`src/ahs_pkg.sv`:
```
// Constants and types for the setup command handler
`default_nettype none
package ahs_pkg;
  localparam logic [7:0] AHS_DEST_IMU = 8'h00_E6;
  localparam logic [7:0] AHS_CAT_SETUP = 8'h00_35;
  localparam logic [7:0] AHS_CAT_VEL = 8'h00_01;
  localparam logic [7:0] AHS_FN_VEL = 8'h00_80;
  localparam logic [7:0] AHS_FN_LEVEL = 8'h00_0C;
  localparam logic [7:0] AHS_FN_XCAL = 8'h00_0D;
  localparam logic [7:0] AHS_FN_YCAL = 8'h00_0E;
  localparam logic [7:0] AHS_FN_SLEW = 8'h00_10;
  localparam logic [7:0] AHS_LEN_SHORT = 8'h00_02;
  localparam logic [7:0] AHS_LEN_WORD = 8'h00_04;
  localparam logic [15:0] AHS_SLEW_RST = 16'h00_C8;
  localparam logic [15:0] AHS_SF_LOW = 16'h00_64;
  localparam logic [15:0] AHS_SF_MED = 16'h00_C8;
  localparam logic [15:0] AHS_SF_HIGH = 16'h01_2C;
  localparam logic [15:0] AHS_SF_TOP = 16'h01_F4;
  localparam logic [15:0] AHS_SPD_LOWEST = 16'h00_32;
  localparam logic [15:0] AHS_SPD_LOW = 16'h00_46;
  localparam logic [15:0] AHS_SPD_MED = 16'h00_64;
  localparam logic [15:0] AHS_SPD_HIGH = 16'h00_8C;
  localparam logic [15:0] AHS_SPD_TOP = 16'h00_C8;
  localparam longint AHS_CLK_HZ = 200_000_000;
  localparam longint AHS_STARTUP_S = 15;
  localparam longint AHS_STARTUP_CYC = AHS_STARTUP_S * AHS_CLK_HZ;
  typedef enum logic [2:0] {AHS_ST_DEST, AHS_ST_LEN, AHS_ST_CAT, AHS_ST_FN, AHS_ST_PAY, AHS_ST_SKIP} ahs_state_t;
endpackage
`default_nettype wire

```
`src/ahs_setup_cmd.sv`:
```
// Setup command handler: frame parser, calibration captures, slew and speed selection
`default_nettype none
module ahs_setup_cmd
  import ahs_pkg::*;
#(
  parameter longint STARTUP_CYC = AHS_STARTUP_CYC
)
(
  // Clock and reset
  input wire logic mclk,
  input wire logic rstn,
  // Received bytes from the link
  input wire logic rx_valid,
  input wire logic [7:0] rx_byte,
  // Live accelerometer readings
  input wire logic [15:0] accel_x,
  input wire logic [15:0] accel_y,
  input wire logic [15:0] accel_z,
  // Bias search done at startup, and external velocity presence timeout at any time
  input wire logic bias_done,
  input wire logic vel_lost,
  // Filter engine controls
  output logic level_req,
  output logic startup_busy,
  output logic [15:0] x_one_g,
  output logic [15:0] z_zero_g,
  output logic [15:0] y_one_g,
  output logic [15:0] slew_factor_word,
  output logic [15:0] speed_mph,
  output logic vel_external,
  output logic reduced_comp,
  output logic ack_pulse
);
  ahs_state_t st_q, st_d;
  logic [7:0] len_q, len_d, cat_q, cat_d, fn_q, fn_d, cnt_q, cnt_d, b0_q, b0_d, b1_q, b1_d;
  logic [15:0] xg_q, xg_d, zg_q, zg_d, yg_q, yg_d, sf_q, sf_d, vel_q, vel_d, spd_q, spd_d;
  logic ext_q, ext_d, lvl_q, lvl_d, ack_q, ack_d, busy_q, busy_d, red_q, red_d;
  logic [31:0] up_q, up_d;
  logic [15:0] dflt;

  // Default speed by slew factor band; anything above the top step takes the top speed
  always_comb
  begin
    if (sf_q < AHS_SF_LOW)
      dflt = AHS_SPD_LOWEST;
    else if (sf_q < AHS_SF_MED)
      dflt = AHS_SPD_LOW;
    else if (sf_q < AHS_SF_HIGH)
      dflt = AHS_SPD_MED;
    else if (sf_q < AHS_SF_TOP)
      dflt = AHS_SPD_HIGH;
    else
      dflt = AHS_SPD_TOP;
  end

  always_comb
  begin
    st_d = st_q;
    len_d = len_q;
    cat_d = cat_q;
    fn_d = fn_q;
    cnt_d = cnt_q;
    b0_d = b0_q;
    b1_d = b1_q;
    xg_d = xg_q;
    zg_d = zg_q;
    yg_d = yg_q;
    sf_d = sf_q;
    vel_d = vel_q;
    ext_d = ext_q && !vel_lost;
    lvl_d = 1'b0;
    ack_d = 1'b0;
    up_d = up_q;
    busy_d = busy_q;
    // Startup window: bias search, closed by bias_done with a levelling request, capped at its time budget
    if (busy_q)
    begin
      up_d = up_q + 32'd1;
      if (bias_done || up_q >= 32'(STARTUP_CYC - 1))
      begin
        busy_d = 1'b0;
        lvl_d = 1'b1;
      end
    end
    if (rx_valid)
    begin
      case (st_q)
        AHS_ST_DEST:
          if (rx_byte == AHS_DEST_IMU)
            st_d = AHS_ST_LEN;
        AHS_ST_LEN:
        begin
          len_d = rx_byte;
          st_d = AHS_ST_CAT;
        end
        AHS_ST_CAT:
        begin
          cat_d = rx_byte;
          st_d = AHS_ST_FN;
        end
        AHS_ST_FN:
        begin
          fn_d = rx_byte;
          cnt_d = len_q - AHS_LEN_SHORT;
          if (cat_q != AHS_CAT_SETUP && !(cat_q == AHS_CAT_VEL && rx_byte == AHS_FN_VEL))
            st_d = (len_q > AHS_LEN_SHORT) ? AHS_ST_SKIP : AHS_ST_DEST;
          else if (len_q > AHS_LEN_SHORT)
            st_d = AHS_ST_PAY;
          else
          begin
            st_d = AHS_ST_DEST;
            if (len_q == AHS_LEN_SHORT)
            begin
              case (rx_byte)
                AHS_FN_LEVEL:
                begin
                  lvl_d = 1'b1;
                  ack_d = 1'b1;
                end
                AHS_FN_XCAL:
                begin
                  xg_d = accel_x;
                  zg_d = accel_z;
                  ack_d = 1'b1;
                end
                AHS_FN_YCAL:
                begin
                  yg_d = accel_y;
                  ack_d = 1'b1;
                end
                default:
                begin
                end
              endcase
            end
          end
        end
        AHS_ST_PAY:
        begin
          cnt_d = cnt_q - 8'd1;
          if (cnt_q == len_q - AHS_LEN_SHORT)
            b0_d = rx_byte;
          else if (cnt_q == len_q - AHS_LEN_SHORT - 8'd1)
            b1_d = rx_byte;
          if (cnt_q == 8'd1)
          begin
            st_d = AHS_ST_DEST;
            if (len_q == AHS_LEN_WORD && cat_q == AHS_CAT_SETUP && fn_q == AHS_FN_SLEW)
            begin
              sf_d = {b0_q, rx_byte};
              ack_d = 1'b1;
            end
            else if (cat_q == AHS_CAT_VEL && fn_q == AHS_FN_VEL && len_q == AHS_LEN_WORD + 8'd1
                     && rx_byte == 8'(b0_q + b1_q))
            begin
              vel_d = {b0_q, b1_q};
              ext_d = 1'b1;
            end
          end
        end
        AHS_ST_SKIP:
        begin
          cnt_d = cnt_q - 8'd1;
          if (cnt_q == 8'd1)
            st_d = AHS_ST_DEST;
        end
        default:
          st_d = AHS_ST_DEST;
      endcase
    end
    spd_d = ext_d ? vel_d : dflt;
    // Own flop so the mode output never glitches off combinational logic
    red_d = !ext_d;
  end

  always_ff @(posedge mclk)
  begin
    if (!rstn)
    begin
      st_q <= AHS_ST_DEST;
      len_q <= 8'h00_00;
      cat_q <= 8'h00_00;
      fn_q <= 8'h00_00;
      cnt_q <= 8'h00_00;
      b0_q <= 8'h00_00;
      b1_q <= 8'h00_00;
      xg_q <= 16'h00_00;
      zg_q <= 16'h00_00;
      yg_q <= 16'h00_00;
      sf_q <= AHS_SLEW_RST;
      vel_q <= 16'h00_00;
      spd_q <= AHS_SPD_MED;
      ext_q <= 1'b0;
      lvl_q <= 1'b0;
      ack_q <= 1'b0;
      up_q <= 32'h0000_0000;
      busy_q <= 1'b1;
      red_q <= 1'b1;
    end
    else
    begin
      st_q <= st_d;
      len_q <= len_d;
      cat_q <= cat_d;
      fn_q <= fn_d;
      cnt_q <= cnt_d;
      b0_q <= b0_d;
      b1_q <= b1_d;
      xg_q <= xg_d;
      zg_q <= zg_d;
      yg_q <= yg_d;
      sf_q <= sf_d;
      vel_q <= vel_d;
      spd_q <= spd_d;
      ext_q <= ext_d;
      lvl_q <= lvl_d;
      ack_q <= ack_d;
      up_q <= up_d;
      busy_q <= busy_d;
      red_q <= red_d;
    end
  end

  assign level_req = lvl_q;
  assign startup_busy = busy_q;
  assign x_one_g = xg_q;
  assign z_zero_g = zg_q;
  assign y_one_g = yg_q;
  assign slew_factor_word = sf_q;
  assign speed_mph = spd_q;
  assign vel_external = ext_q;
  assign reduced_comp = red_q;
  assign ack_pulse = ack_q;
endmodule
`default_nettype wire

```
`config.mk`:
```
export PLATFORM = sky130hd
export DESIGN_NAME = ahs_setup_cmd
export DESIGN_NICKNAME = d
export VERILOG_FILES = /design/src/ahs_pkg.sv /design/src/ahs_setup_cmd.sv
export SDC_FILE = /design/constraint.sdc
export NUM_CORES = 1
export LEC_CHECK = 0
export ABC_AREA = 1
export ABC_CLOCK_PERIOD_IN_PS = 2410
export BUFFER_PORTS_ARGS = -buffer_cell sky130_fd_sc_hd__buf_2
export CORE_MARGIN = 2
export CORE_UTILIZATION = 47
export CTS_CLUSTER_DIAMETER = 100
export DETAILED_ROUTE_END_ITERATION = 12
export GPL_ROUTABILITY_DRIVEN = 1
export HOLD_SLACK_MARGIN = 0.02
export PLACE_DENSITY = 0.73
export SYNTH_ARGS = -nofsm -noshare
export SYNTH_HDL_FRONTEND = slang
export SYNTH_SLANG_ARGS = --single-unit
```
`constraint.sdc`:
```
create_clock -name mclk -period 2.41 [get_ports mclk]
set_input_delay 0.482 -clock mclk [delete_from_list [all_inputs] [get_ports mclk]]
set_output_delay 0.482 -clock mclk [all_outputs]
set_load 0.01 [all_outputs]
```
### Word-level counts from Yosys, hierarchy flattened

Cells that the tools add are included.

| word-level totals | value |
|---|---|
| flip-flop bits (word level) | 184 |
| output and inout bits | 85 |

| cells by class | value |
|---|---|
| $add $sub $neg | 5 |
| order comparisons | 6 |
| eq/ne operators | 24 |
| muxes and demuxes | 39 |
| bitwise gates (word level) | 3 |
| reductions and logical operators | 27 |

Operators by type and width:

| kind | number |
|---|---|
| $mux 16 | 6 |
| $add 32x1->32 const B | 1 |
| $ge 32x32->1 const B | 1 |
| $lt 16x9->1 const B | 2 |
| $eq 8x4->1 const B | 3 |
| $eq 8x8->1 | 3 |
| $eq 8x8->1 const B | 3 |
| $mux 8 | 3 |
| $mux 1 | 21 |
| $eq 8x1->1 const B | 2 |
| $eq 8x3->1 const B | 2 |
| $lt 16x7->1 const B | 1 |
| $lt 16x8->1 const B | 1 |
| $pmux 8 s2 | 1 |
| $sub 8x1->8 const B | 2 |
| $mux 3 | 5 |
| $pmux 3 s5 | 1 |
| $reduce_and 6->1 | 2 |
| $reduce_and 2->1 | 5 |
| $add 8x8->8 | 1 |
| $eq 8x2->1 const B | 1 |
| $eq 8x5->1 const B | 1 |
| $eq 8x6->1 const B | 1 |
| $gt 8x2->1 const B | 1 |
| other kinds (19) | 34 |

### Longest topological paths before layout

| logic depth | value |
|---|---|
| depth after elaboration | 10 |
| mapped depth | 17 |
| gate-level depth less buffers | 16 |

### Worst setup path before layout

OpenSTA, ideal clock, no wires.

| timing path | value |
|---|---|
| path type | reg-to-reg |
| start | reg b0_q[0] |
| end | reg spd_q[5] (netlist: speed_mph[5]) |
| arrival time | 2.037 ns |
| data required time | 2.281 ns |
| setup slack | 0.243 ns |
| cell stages (with the launch flop) | 14 |
| buffers on the path | 0 |
| cells stage by stage | dfxtp_1 -> ha_1 -> fa_1 -> or2_2 -> nand2_1 -> nand2_1 -> nand2_1 -> nand3_1 -> nor2_4 -> nand2_4 -> nand2_4 -> inv_2 -> nand2_1 -> nand3_1 |

| on the way | value |
|---|---|
| longest elaborated chain between the ends | 9 |
| elaborated cells on any way between the ends | 14 |
| those cells by class | 1 x add/sub; 1 x eq/ne; 11 x mux; 1 x reduce/logical |

Ends and longest elaborated chain:

| element | line | source |
|---|---|---|
| start, declared | ahs_setup_cmd.sv:35 | `logic [7:0] len_q, len_d, cat_q, cat_d, fn_q, fn_d, cnt_q, cnt_d, b0_q, b0_d, b1_q, b1_d;` |
| start signal, assigned | ahs_setup_cmd.sv:185 | `b0_q <= 8'h00_00;` |
| start signal, assigned | ahs_setup_cmd.sv:207 | `b0_q <= b0_d;` |
| $add 8x8->8 * | ahs_setup_cmd.sv:154 | `&& rx_byte == 8'(b0_q + b1_q))` |
| $eq 8x8->1 * | ahs_setup_cmd.sv:154 |  |
| $logic_and 1x1->1 * | ahs_setup_cmd.sv:154 |  |
| $mux 16 / $mux 1 (equally long branches) | ahs_setup_cmd.sv:153 | `else if (cat_q == AHS_CAT_VEL && fn_q == AHS_FN_VEL && len_q == AHS_LEN_WORD + 8'd1` |
| $mux 16 / $mux 1 (equally long branches) | ahs_setup_cmd.sv:148 | `if (len_q == AHS_LEN_WORD && cat_q == AHS_CAT_SETUP && fn_q == AHS_FN_SLEW)` |
| $mux 16 / $mux 1 (equally long branches) | ahs_setup_cmd.sv:145 | `if (cnt_q == 8'd1)` |
| $mux 16 / $mux 1 (equally long branches) | ahs_setup_cmd.sv:87 | `case (st_q)` |
| $mux 16 / $mux 1 (equally long branches) | ahs_setup_cmd.sv:85 | `if (rx_valid)` |
| $mux 16 * | ahs_setup_cmd.sv:171 | `spd_d = ext_d ? vel_d : dflt;` |
| end signal, assigned | ahs_setup_cmd.sv:214 | `spd_q <= spd_d;` |
| end, declared | ahs_setup_cmd.sv:36 | `logic [15:0] xg_q, xg_d, zg_q, zg_d, yg_q, yg_d, sf_q, sf_d, vel_q, vel_d, spd_q, spd_d;` |

Every way passes the cells marked *; elsewhere a longest branch is shown, timed or not.
A chain may end at the register's enable or synchronous reset.

### Final worst setup path

| timing path | value |
|---|---|
| start | reg b1_q[0] |
| end | reg spd_q[12] (netlist: speed_mph[12]) |

| on the way | value |
|---|---|
| longest elaborated chain between the ends | 9 |
| elaborated cells on any way between the ends | 14 |
| those cells by class | 1 x add/sub; 1 x eq/ne; 11 x mux; 1 x reduce/logical |

Ends and longest elaborated chain:

| element | line | source |
|---|---|---|
| start, declared | ahs_setup_cmd.sv:35 |  |
| start signal, assigned | ahs_setup_cmd.sv:186 | `b1_q <= 8'h00_00;` |
| start signal, assigned | ahs_setup_cmd.sv:208 | `b1_q <= b1_d;` |
| $add 8x8->8 * | ahs_setup_cmd.sv:154 |  |
| $eq 8x8->1 * | ahs_setup_cmd.sv:154 |  |
| $logic_and 1x1->1 * | ahs_setup_cmd.sv:154 |  |
| $mux 16 / $mux 1 (equally long branches) | ahs_setup_cmd.sv:153 |  |
| $mux 16 / $mux 1 (equally long branches) | ahs_setup_cmd.sv:148 |  |
| $mux 16 / $mux 1 (equally long branches) | ahs_setup_cmd.sv:145 |  |
| $mux 16 / $mux 1 (equally long branches) | ahs_setup_cmd.sv:87 |  |
| $mux 16 / $mux 1 (equally long branches) | ahs_setup_cmd.sv:85 |  |
| $mux 16 * | ahs_setup_cmd.sv:171 |  |

Marks and branches as above.

==> metrics.yaml <==
outcome: "completed"
cts-root-buf: "clkbuf_16"
syn_inst: 1352
synth_most_common_cell: "nand2_1"
crit_type: "reg -> reg"
fin_hold_ws_ns: 0.257
rr_startpoint: "b1_q[0]"
relSlewSlack: 0.648
yosysWarnings: 0
p_per_area_mw_per_mm2: 595
slowest_stage: "fa_1"
hold_start: "accel_y[0]"
drt_iter0_drc: 564
cp_slowest_stage_delay_ns: 0.52
grt_pass1_vias: 8024
ys_ff_latch: 184
synth_fp_nets: 1430
tightest_slew_ns: 0.527
htreeDepth: 4
synth_top_area_frac: 0.408
grt-ovfl-total: 0
hp-class: "in -> reg"
r2r_cells: 15
vias: 8739
core_sq_mm: 0.0188
clock_skew_ns: 0.00979
rows: 50
rsz0062_at_grt: "true"
cts_max_path_buffers: 2
dp_cells: 1708
fin_crit_ns: 2.40
startpoint: "b1_q[0]"
grt_usage: 0.233
cp.required_ns: 2.78
yosys.area.top_type: "dfxtp_1"
ir_drop_uv: 493
finalMaxSlewViolations: 0
post-route-drc-count: 0
layout-drive-gt1-share: 0.168
worstSkewPairLatency_ns: 0.44
antenna_cells: 0
ys.flop_type: "dfxtp_1"
firstDrtPassIters: 5
p_leak_uw: 0.00538
grt_antenna_before_repair: 0
area_delta_synth_final_pct: 19.8
path_common_cell: "nand2_1"
synth-seq-area-share: 0.408
drv_cap: 0
grt_pass1_wl_microns: 38100
synth_edf_count: 0
dieArea_sq_mm: 0.0203
routed_wl_microns: 24100
start_kind: "flop"
crit_cells: 15
cts_tree: "done"
fillCellCount: 1754
cp-end-kind: "flop"
syn_area_per_cell_sq_um: 6.67
clk_pin_slew_ns: 0.08
boundaryPins: 146
setup_viol: 0
gp_congestion: 0.890
post-route-cell-area_sq_mm: 0.0108
hold_viol_final: 0
fin_cells: 1748
fin_nets: 1579
postLayoutSetupSlackWorst_ns: 0.00776
cts_buffers: 17
critPathMaxFanout: 4
multi_input_area_sq_mm: 0.00455
register_area_sq_mm: 0.00368
place_area_sq_mm: 0.0100
via_per_inst: 5.00
crit_family: "simple AND/OR/NAND/NOR gates"
hpwl_microns: 17000
arrival_ns: 2.77
avgRoutedWirePerCell_microns: 13.8
clock.fmax_mhz: 416
post-route-period-util: 0.997
cts_sinks: 184
yosys-top-cells-count: "346 x nand2_1, 224 x nor2_1, 184 x dfxtp_1, 184 x inv_1, 72 x a21oi_1"
ys_types: 45
whs_path_depth: 3
port_buffers: 145
crit_buf_inv: 2
crit_chain: "ha_4 > fa_1 > inv_1 > nand2_1 > nand2_1 > nor2_2 > nand2_1 > nor2_1 > nand3_1 > nor2_4 > buf_4 > nand2_4 > nand2_1 > nand3_1 > nor2_1"
die_w_microns: 143
grt_max_degree: 103
synthTopCellsByArea: "dfxtp_1 41%, nand2_1 14%, nor2_1 9.3%, inv_1 7.7%, a21oi_1 4.0%"
die_h_microns: 143
ys_async_sr_fraction: 0
ant_nets: 0
synth_area_sq_mm: 0.00902
place_ws_ns: 0.0773
start_util: 0.481
## repair_timing
item | CTS | global route
resized for setup | 0 | 34
setup endpoints to repair | 0 | 36
buffers inserted | 0 | 6
hold buffers | 0 | 0
## flip-flops by register name, summed over array words and instances (netlist names)
register,count
st_q,3
speed_mph,16
vel_q,16
reduced_comp,1
startup_busy,1
b0_q,8
z_zero_g,16
len_q,8
ack_pulse,1
y_one_g,16
up_q,32
level_req,1
fn_q,8
x_one_g,16
cnt_q,8
vel_external,1
slew_factor_word,16
cat_q,8
b1_q,8
## cell families after synthesis
logic type,Yosys count,share of synthesized area
AND/OR/NAND/NOR,724,0.337
AO/OA/AOI/OAI,162,0.0946
flip-flops,184,0.408
XOR/XNOR,29,0.0320
adder cells (fa/ha/maj),17,0.0244
buffers and inverters,236,0.104
## worst register-to-register path: cells and delay by family (launching register included)
kind	cells	cell delay (ns)
buf+inv	2	0.21
flops	1	0.34
fa+ha+maj	2	0.69
simple gates	11	1.10
## worst paths after layout
check	to	slack (ns)
worst max-delay path	speed_mph[12]	0.008
worst min-delay path	y_one_g[0]	0.26
worst max register to register	speed_mph[12]	0.008
worst min register to register	fn_q[3]	0.47
## per-layer routing
layer  global-route usage  share of wire  vias up
li1                     -              -     4520
met2                0.386           0.48      227
met4               0.0730          0.021        0
met1                0.297           0.45     3950
met5                    0              0        -
met3               0.0619          0.058       42
## through the flow
| step | power [uW] | TNS, ns | util |
|---|---|---|---|
| 6_report | 6430 | 0 | 0.576 |
| 5_1_grt | 6690 | -3.08 | 0.576 |
| 4_1_cts | 6480 | 0 | 0.564 |
| 3_5_place_dp | 3750 | 0 | 0.534 |
| 3_3_place_gp | 3740 | 0 | 0.534 |
| 2_1_floorplan | 3570 | 0 | - |
## report_power, final
| group | total [uW] | internal, uW | leakage, uW | switching, uW |
|---|---|---|---|---|
| Sequential | 3100 | 3070 | 0.00148 | 35.5 |
| Combinational | 589 | 209 | 0.00362 | 380 |
| Clock | 2740 | 1440 | 0.000272 | 1300 |
## cells in the final DEF, fill, tap and decap left out, types with 4 or more instances in the layout
master        n
a21oi_1      71
a31oi_1       4
buf_2       144
buf_4        22
clkbuf_16    17
clkinvlp_4    4
dfxtp_1     183
ha_1         14
inv_1       184
inv_2         5
inv_6         5
nand2_1     341
nand2_2       6
nand3_1      54
nand3_2       7
nand3b_1      7
nand4_1      20
nor2_1      222
nor2_2        8
nor3_1       30
nor4_1        7
o211ai_1      8
o21ai_0      70
or2_2         4
xnor2_1       8
xor2_1       18
## cell type report
| cell class | instances | area share |
|---|---|---|
| inverters | 193 | 0.0677 |
| well taps | 234 | 0.0271 |
| clock inverters | 12 | 0.00996 |
| clock buffers | 20 | 0.0432 |
| multi-input cells | 934 | 0.421 |
| flip-flops and latches | 184 | 0.341 |
| repair buffers | 171 | 0.0896 |
No activity file was read; power rests on OpenSTA's default activity.
